<file path="config.mk">
export PLATFORM = sky130hd
export DESIGN_NAME = half_bridge_pwm
export DESIGN_NICKNAME = d
export VERILOG_FILES = /design/src/design/half_bridge_pwm.v /design/src/design/deadband_delay.v
export VERILOG_INCLUDE_DIRS = /design/src /design/src/design
export SDC_FILE = /design/constraint.sdc
export NUM_CORES = 1
export LEC_CHECK = 0
export BUFFER_PORTS_ARGS = -buffer_cell sky130_fd_sc_hd__buf_2
export CORE_ASPECT_RATIO = 1.25
export CORE_MARGIN = 2
export CORE_UTILIZATION = 51
export CTS_BUF_LIST = sky130_fd_sc_hd__clkbuf_4 sky130_fd_sc_hd__clkbuf_8
export DETAILED_ROUTE_END_ITERATION = 12
export GPL_TIMING_DRIVEN = 1
export PLACE_DENSITY_LB_ADDON = 0.3
export SKIP_LAST_GASP = 1
export SYNTH_ARGS = -nofsm -noshare
export SYNTH_HDL_FRONTEND = slang
export SYNTH_HIERARCHICAL = 1
export SYNTH_SLANG_ARGS = --single-unit
export TNS_END_PERCENT = 50
</file>
<file path="constraint.sdc">
create_clock -name clock -period 2.6 [get_ports clock]
set_input_delay 0.52 -clock clock [delete_from_list [all_inputs] [get_ports clock]]
set_output_delay 0.52 -clock clock [all_outputs]
set_load 0.005 [all_outputs]
</file>
<file path="src/design/pwm_defs.vh">
// constants for the half-bridge pwm generator
// assumes inclusion by bare name from design files
`ifndef PWM_DEFS_VH
`define PWM_DEFS_VH
// -------------------------------------------------
// ccp_control fields
// -------------------------------------------------
`define CCP_MODE_SEL_HI 7
`define CCP_MODE_SEL_LO 6
`define CCP_DUTY_LSB_HI 5
`define CCP_DUTY_LSB_LO 4
`define CCP_MODE_BITS_HI 3
`define CCP_MODE_BITS_LO 0
`define CCP_PWM_MODE 2'h3
`define CCP_CONTROL_RST 8'h00
// -------------------------------------------------
// output modes
// -------------------------------------------------
`define MODE_SINGLE 2'h0
`define MODE_HALF 2'h2
// -------------------------------------------------
// prescale codes and timing
// -------------------------------------------------
`define PRESCALE_1 2'h0
`define PRESCALE_4 2'h1
`define OSC_PER_CYCLE 4
`define PHASE_RST 4'h0
`define PERIOD_LIMIT_RST 8'hff
`define DEADBAND_RST 7'h00
`endif

</file>
<file path="src/design/half_bridge_pwm.v">
// 10-bit pwm generator with single and half-bridge complementary outputs
// assumes synchronous control ports written by a cpu; clock is the oscillator
// assumes sleep and timer_run_enable are levels held by the cpu, not pulses
// assumes the pins see the outputs only through the oe and owned ports
`include "pwm_defs.vh"
module half_bridge_pwm #(
	parameter DB_W = 7
) (
	input wire clock,
	input wire nrst,
	input wire sleep,
	input wire [7:0] period_limit,
	input wire [7:0] duty_msb_reg,
	input wire [7:0] ccp_control,
	input wire [DB_W-1:0] deadband_count,
	input wire [1:0] timer_prescale_sel,
	input wire timer_run_enable,
	input wire timer_flag_clear,
	input wire [1:0] pin_direction,
	output reg [7:0] base_timer_count,
	output reg [7:0] duty_shadow,
	output reg timer_period_flag,
	output wire output_a,
	output wire output_a_oe,
	output wire output_b,
	output wire output_b_oe,
	output wire output_a_owned,
	output wire output_b_owned
);
	// -------------------------------------------------
	// decoded control
	// -------------------------------------------------
	wire [1:0] output_mode_sel;
	wire [1:0] duty_lsb_bits;
	wire [3:0] ccp_mode_bits;
	reg pwm_on;
	reg half_mode;
	assign output_mode_sel = ccp_control[`CCP_MODE_SEL_HI:`CCP_MODE_SEL_LO];
	assign duty_lsb_bits = ccp_control[`CCP_DUTY_LSB_HI:`CCP_DUTY_LSB_LO];
	assign ccp_mode_bits = ccp_control[`CCP_MODE_BITS_HI:`CCP_MODE_BITS_LO];
	// pwm modes are 11xx; the low two bits carry polarity
	always @* begin
		pwm_on = (ccp_mode_bits[3:2] == `CCP_PWM_MODE);
		case (output_mode_sel)
			`MODE_SINGLE: begin
				half_mode = 1'b0;
			end
			`MODE_HALF: begin
				half_mode = 1'b1;
			end
			default: begin
				half_mode = 1'b0; // unlisted codes behave as single
			end
		endcase
	end
	// -------------------------------------------------
	// oscillator phase and prescaler
	// -------------------------------------------------
	reg [3:0] phase_reg;
	reg [3:0] phase_next;
	reg [3:0] phase_top;
	wire run;
	wire step;
	wire tcy_tick;
	reg [1:0] sub_bits;
	// whole block is gated by sleep so state freezes in place
	assign run = !sleep && timer_run_enable;
	// -------------------------------------------------
	// prescale decode
	// -------------------------------------------------
	// prescale top count: 4, 16 or 64 oscillator periods per timer step
	always @* begin
		case (timer_prescale_sel)
			`PRESCALE_1: begin
				phase_top = 4'h3;
			end
			`PRESCALE_4: begin
				phase_top = 4'hf;
			end
			default: begin
				phase_top = 4'hf;
			end
		endcase
	end
	reg [1:0] pre16_reg;
	// x16 needs two extra bits above the 4-bit phase counter
	wire wrap_phase;
	assign wrap_phase = (phase_reg == phase_top);
	// a phase left above a smaller top runs on to the wrap, never stepping early
	always @* begin
		if (wrap_phase) begin
			phase_next = `PHASE_RST;
		end else begin
			phase_next = phase_reg + 4'h1;
		end
	end
	// phase counter only runs with the timer
	always @(posedge clock or negedge nrst) begin
		if (!nrst) begin
			phase_reg <= `PHASE_RST;
		end else if (run) begin
			phase_reg <= phase_next;
		end
	end
	// x16 extension steps once per phase wrap
	always @(posedge clock or negedge nrst) begin
		if (!nrst) begin
			pre16_reg <= 2'h0;
		end else if (run && wrap_phase && timer_prescale_sel[1]) begin
			pre16_reg <= pre16_reg + 2'h1;
		end
	end
	// timer steps once per 4*prescale oscillator periods; no postscaler here
	assign step = run && wrap_phase && (!timer_prescale_sel[1] || pre16_reg == 2'h3);
	// tick marks the last clock of each instruction cycle while the timer runs; phase_reg freezes with timer_run_enable low, and the tick with it
	assign tcy_tick = !sleep && (phase_reg[1:0] == 2'h3);
	// -------------------------------------------------
	// low time-base bits
	// -------------------------------------------------
	// osc phase at 1:1, prescaler bits otherwise
	always @* begin
		case (timer_prescale_sel)
			`PRESCALE_1: begin
				sub_bits = phase_reg[1:0];
			end
			`PRESCALE_4: begin
				sub_bits = phase_reg[3:2];
			end
			default: begin
				sub_bits = pre16_reg;
			end
		endcase
	end
	// -------------------------------------------------
	// period timer, shadow duty and flag
	// -------------------------------------------------
	reg [1:0] duty_latch_reg;
	reg started_reg;
	reg raw_reg;
	reg [7:0] count_next;
	reg flag_next;
	reg [7:0] shadow_next;
	reg [1:0] duty_latch_next;
	reg started_next;
	reg raw_next;
	wire rollover;
	wire [9:0] time_base;
	wire [9:0] duty_value;
	wire [9:0] duty_active;
	wire duty_zero;
	wire duty_hit;
	wire raw_live;
	// the limit match only counts on a prescaled step
	assign rollover = step && (base_timer_count == period_limit);
	assign time_base = {base_timer_count, sub_bits};
	assign duty_value = {duty_msb_reg, duty_lsb_bits};
	assign duty_active = {duty_shadow, duty_latch_reg};
	assign duty_zero = (duty_value == 10'h000);
	// -------------------------------------------------
	// period counter and flag
	// -------------------------------------------------
	// counter restarts at the limit; the flag's set wins over a same-cycle clear
	always @* begin
		count_next = base_timer_count;
		flag_next = timer_period_flag;
		if (rollover) begin
			count_next = 8'h00;
			flag_next = 1'b1;
		end else begin
			if (step) begin
				count_next = base_timer_count + 8'h01;
			end
			if (timer_flag_clear) begin
				flag_next = 1'b0;
			end
		end
	end
	// counter and flag registers
	always @(posedge clock or negedge nrst) begin
		if (!nrst) begin
			base_timer_count <= 8'h00;
			timer_period_flag <= 1'b0;
		end else begin
			base_timer_count <= count_next;
			timer_period_flag <= flag_next;
		end
	end
	// -------------------------------------------------
	// duty double buffer and start gate
	// -------------------------------------------------
	// shadow only loads at rollover; software has no write path
	always @* begin
		shadow_next = duty_shadow;
		duty_latch_next = duty_latch_reg;
		started_next = started_reg;
		if (rollover) begin
			shadow_next = duty_msb_reg;
			duty_latch_next = duty_lsb_bits;
			started_next = pwm_on;
		end else if (!pwm_on) begin
			started_next = 1'b0;
		end
	end
	// leaving pwm mode re-arms the wait, so re-entry never shows a partial period
	always @(posedge clock or negedge nrst) begin
		if (!nrst) begin
			duty_shadow <= 8'h00;
			duty_latch_reg <= 2'h0;
			started_reg <= 1'b0;
		end else begin
			duty_shadow <= shadow_next;
			duty_latch_reg <= duty_latch_next;
			started_reg <= started_next;
		end
	end
	// -------------------------------------------------
	// raw waveform
	// -------------------------------------------------
	// a duty beyond the period never matches, so the output holds
	assign duty_hit = started_reg && (time_base == duty_active);
	// a registered clear lands one edge late; the live level masks the hit
	assign raw_live = raw_reg && !duty_hit;
	// zero duty never sets; off mode forces low and waits for a rollover
	always @* begin
		raw_next = raw_reg;
		if (!pwm_on) begin
			raw_next = 1'b0;
		end else if (rollover) begin
			raw_next = !duty_zero;
		end else if (run && duty_hit) begin
			raw_next = 1'b0;
		end
	end
	// held in sleep since run is low and no rollover can occur
	always @(posedge clock or negedge nrst) begin
		if (!nrst) begin
			raw_reg <= 1'b0;
		end else begin
			raw_reg <= raw_next;
		end
	end
	// -------------------------------------------------
	// dead-band and polarity
	// -------------------------------------------------
	wire db_a;
	wire db_b;
	wire raw_b;
	wire run_db;
	wire sig_a;
	wire sig_b;
	wire raw_b_gated;
	wire [DB_W-1:0] delay_a_count;
	assign run_db = !sleep;
	assign raw_b = started_reg && !raw_live;
	// b only toggles in half-bridge; single mode keeps its delay line idle
	assign raw_b_gated = raw_b && half_mode;
	// a takes no delay outside half-bridge mode
	assign delay_a_count = half_mode ? deadband_count : {DB_W{1'b0}};
	// output a dead-band
	deadband_delay #(.W(DB_W)) delay_a (
		.clock(clock),
		.nrst(nrst),
		.run(run_db),
		.tick(tcy_tick),
		.delay(delay_a_count),
		.raw(raw_live),
		.out(db_a)
	);
	deadband_delay #(.W(DB_W)) delay_b (
		.clock(clock),
		.nrst(nrst),
		.run(run_db),
		.tick(tcy_tick),
		.delay(deadband_count),
		.raw(raw_b_gated),
		.out(db_b)
	);
	// half-bridge output b uses its own dead-band; single mode mirrors a
	assign sig_a = half_mode ? db_a : raw_live;
	assign sig_b = half_mode ? db_b : raw_live;
	// mode bit 1 inverts a, bit 0 inverts b (set means active low)
	reg out_a_reg;
	reg out_b_reg;
	// a holds its level in sleep
	always @(posedge clock or negedge nrst) begin
		if (!nrst) begin
			out_a_reg <= 1'b0;
		end else if (!sleep) begin
			out_a_reg <= sig_a ^ ccp_mode_bits[1];
		end
	end
	// b likewise, after the dead-band so delay stays on the active edge
	always @(posedge clock or negedge nrst) begin
		if (!nrst) begin
			out_b_reg <= 1'b0;
		end else if (!sleep) begin
			out_b_reg <= sig_b ^ ccp_mode_bits[0];
		end
	end
	assign output_a = out_a_reg;
	assign output_b = out_b_reg;
	// -------------------------------------------------
	// pin ownership and drivers
	// -------------------------------------------------
	// pin_direction bit set means input; reset value of the port is input
	wire own_b_mode;
	wire dir_a_out;
	wire dir_b_out;
	// b belongs to the module only in half-bridge; single leaves it free
	assign own_b_mode = half_mode;
	// a cleared direction bit is the only way software opens a driver
	assign dir_a_out = !pin_direction[0];
	assign dir_b_out = !pin_direction[1];
	// a cleared control word releases both pins at once
	assign output_a_owned = pwm_on;
	assign output_b_owned = pwm_on && own_b_mode;
	// reset forces both drivers off while it is held
	assign output_a_oe = output_a_owned && dir_a_out && nrst;
	assign output_b_oe = output_b_owned && dir_b_out && nrst;
endmodule // half_bridge_pwm

</file>
<file path="src/design/deadband_delay.v">
// rising-edge delay for one pwm output, counted in instruction cycles
// assumes a one-cycle tick per instruction cycle and active-high input
module deadband_delay #(
	parameter W = 7
) (
	input wire clock,
	input wire nrst,
	input wire run,
	input wire tick,
	input wire [W-1:0] delay,
	input wire raw,
	output reg out
);
	reg [W-1:0] count_reg;
	// -------------------------------------------------
	// delay only the inactive-to-active edge
	// -------------------------------------------------
	always @(posedge clock or negedge nrst) begin
		if (!nrst) begin
			count_reg <= {W{1'b0}};
			out <= 1'b0;
		end else if (run) begin
			if (!raw) begin
				count_reg <= {W{1'b0}}; // falling edge passes at once
				out <= 1'b0;
			end else if (count_reg == delay) begin
				out <= 1'b1;
			end else if (tick) begin
				count_reg <= count_reg + {{(W-1){1'b0}}, 1'b1};
			end
		end
	end
endmodule // deadband_delay

</file>
==> flow_summary.yaml <==
run_status:
  status: "completed"
global_route:
  grt_pass1_vias: 2468
  grt_overflow: 0
  grt_use_total_pct: 22.9
  grt_pass1_wl_mm: 11.3
  grt_max_degree: 46
  grt_antenna_before_repair: 0
logic_synthesis:
  syn-num-nets: 345
  synthSimpleGateAreaFrac_pct: 23.4
  synth_area_leaders: "dfrtp_1 39%, xnor2_1 8.2%, mux2_2 4.7%"
  synth_cell_types: 49
  synthArstFlopShare_pct: 100
  yosysTopAreaCell: "dfrtp_1"
  yosys.area_share.adder_pct: 2.17
  synth_xor_area_share_pct: 12.5
  synthesis.instances: 300
  synth_compound_area_share_pct: 12.8
  synthMuxAreaShare_pct: 6.51
  synth_top_cell_area_share_pct: 39.1
  synth_top_family_by_area: "simple AND/OR/NAND/NOR gates"
  ys_warn_count: 6
  synth_area_um2: 2880
  synth-edff-count: 0
  synth_ff_type: "dfrtp_1"
  ys_seq_area_share_pct: 39.1
  synth_seq_cells: 45
  synth_area_per_cell_um2: 9.61
clocking:
  clk_latency_ns: 0.29
  cts_tree: "done"
  cts.sinks: 45
  htreeDepth: 2
  clk_pin_slew_ns: 0.08
  clockRootBuffer: "clkbuf_8"
  post_cts_buffers: 0
  clockBufferDepth: 2
  cts_resized: 0
  cts_buffers: 5
  cts_hold_buf: 0
layout:
  area_growth_pct: 19.0
  fin_nets: 419
  diodes: 0
  regArea_um2: 1130
  final_util_pct: 63.0
  reg_top3: "base_timer_count (8), duty_shadow (8)"
  multi_input_area_um2: 1660
  fillers: 451
  final_area_um2: 3430
  drive_above_1_share_pct: 29.1
floorplan:
  rows: 30
  die_x_um: 71.2
  die_h_um: 88.0
  ios: 63
  design.core.area_um2: 5440
  die_area_um2: 6270
  start_util_pct: 52.9
setup_path:
  cp.arrival_ns: 2.61
  r2r_end: "delay_b/count_reg[3]"
  r2r-start: "base_timer_count[7]"
  reg2reg_slack_ns: 0.23
  crit_family: "simple AND/OR/NAND/NOR gates"
  cp_slowest_cell: "or4_1"
  startpoint_type: "flop"
  cp.required_ns: 2.84
  slowest_delay_ns: 0.53
  path_class: "reg2reg"
  worstPathMaxFanout: 5
  crit_chain: "xor2_1 -> nor4_1 -> nand4_1 -> o31a_2 -> nor3_2 -> nand2_1 -> or4_1 -> nand2_1"
  cp_num_buf_inv: 0
  end_kind: "flop"
  ff2ff_path_depth: 8
  cpMostUsedCell: "nand2_1"
sta:
  tns_ns: 0
  setup_viol: 0
  tightestPinTransition_ns: 0.562
  slew_violations: 0
  whs_ns: 0.388
  fin_worst_skew_ns: 0.00630
  fmax_mhz: 422
  min_period_ns: 2.37
  finalCritPeriodShare_pct: 91.2
  hold_viol: 0
  max-slew-margin-rel_pct: 62.5
  rsz0062_at_grt: "no"
placed_design:
  postPlaceCellArea_um2: 3340
  portBuffers: 62
  dp_hpwl_mm: 5.10
  gp_congestion: 0.865
pwr:
  ir_worst_vdd_mv: 0.380
  power_density_nw_per_um2: 493
  power.total_uw: 1690
  p_leak_uw: 0.00161
routing:
  post_drt_wl_per_cell_um: 15.1
  drc_errors: 0
  drt.antenna.violating_nets: 0
  vias: 2526
  initialDrtViolationCount: 156
  finalWirelength_mm: 6.60
  vias_per_cell: 5.77
  first_pass_iters: 4
worst_hold_path:
  hold_class: "in2async"
job:
  drv_cap: 0
[worst max path at each step]
stage	from	to	slack, ns	depth (start not counted)
floorplan	timer_prescale_sel[0]	delay_b/count_reg[3]	0.007	9
global placement	timer_prescale_sel[0]	delay_b/count_reg[3]	0.20	9
detailed placement	timer_prescale_sel[0]	delay_b/count_reg[3]	0.17	9
CTS	base_timer_count[7]	delay_b/count_reg[3]	0.23	8
global route	base_timer_count[7]	delay_b/count_reg[3]	0.14	8
finish	base_timer_count[7]	delay_b/count_reg[3]	0.23	8
[where the power goes]
part | total [µW] | switching (µW) | internal (µW)
Sequential | 824 | 65.7 | 758
Clock | 450 | 228 | 222
Combinational | 415 | 224 | 192
[cell families after synthesis]
kind of cell,after synthesis
compound gates,52
xor+xnor,41
fa+ha+maj,5
buf+inv,24
flops,45
mux,17
simple gates,116
[cell usage in the layout (no fill, tap or decap), drive strengths merged, types with 3 or more instances in the layout]
cell,instances
buf,77
dfrtp,45
nand2,28
xnor2,27
nand3,19
o21ai,18
inv,14
xor2,14
mux2,14
nand4,12
and2,9
nor2,9
nand2b,8
o311ai,8
clkbuf,7
a21oi,6
nor2b,5
nor4,5
o31ai,5
or3,5
ha,5
nor3,5
or4,5
mux2i,3
o211ai,3
[Yosys cell counts, types with 3 or more instances]
cell,n
a21oi_1,6
and2_1,9
buf_2,4
clkbuf_1,4
dfrtp_1,45
ha_1,5
inv_1,14
mux2_2,12
mux2i_1,3
nand2_1,28
nand2b_1,8
nand3_1,15
nand4_1,10
nor2_1,7
nor2b_1,5
nor3_1,5
nor4_1,5
o211ai_1,3
o21ai_0,15
o311ai_0,6
o31ai_1,5
or3_1,5
or4_1,4
xnor2_1,27
xor2_1,14
[metrics by stage]
stage                     std cells  setup WS [ns]
after CTS                       438          0.229
after global routing            438          0.136
after global placement          431          0.197
after detailed placement        431          0.166
after floorplan                 300        0.00694
final                           438          0.230
[layout make-up]
| class | count | share of cell area [%] |
|---|---|---|
| sequential | 45 | 32.8 |
| timing repair buffer | 77 | 12.3 |
| clock buffer | 7 | 2.63 |
| multi-input combinational | 231 | 48.3 |
| tap | 64 | 2.34 |
| inverter | 14 | 1.53 |
[routing by layer]
layer,track usage [%],wire (µm),vias to the layer above
met1,29.1,2700,1174
met3,5.06,517,13
li1,-,-,1234
met4,7.72,137,0
met5,0,0,-
met2,38.6,3240,105
[worst register-to-register path: stages (launching register included)]
cell	delay [ns]
dfrtp_1	0.45
xor2_1	0.18
nor4_1	0.24
nand4_1	0.18
o31a_2	0.38
nor3_2	0.14
nand2_1	0.15
or4_1	0.53
nand2_1	0.07
Power figures use the tool's default switching activity.
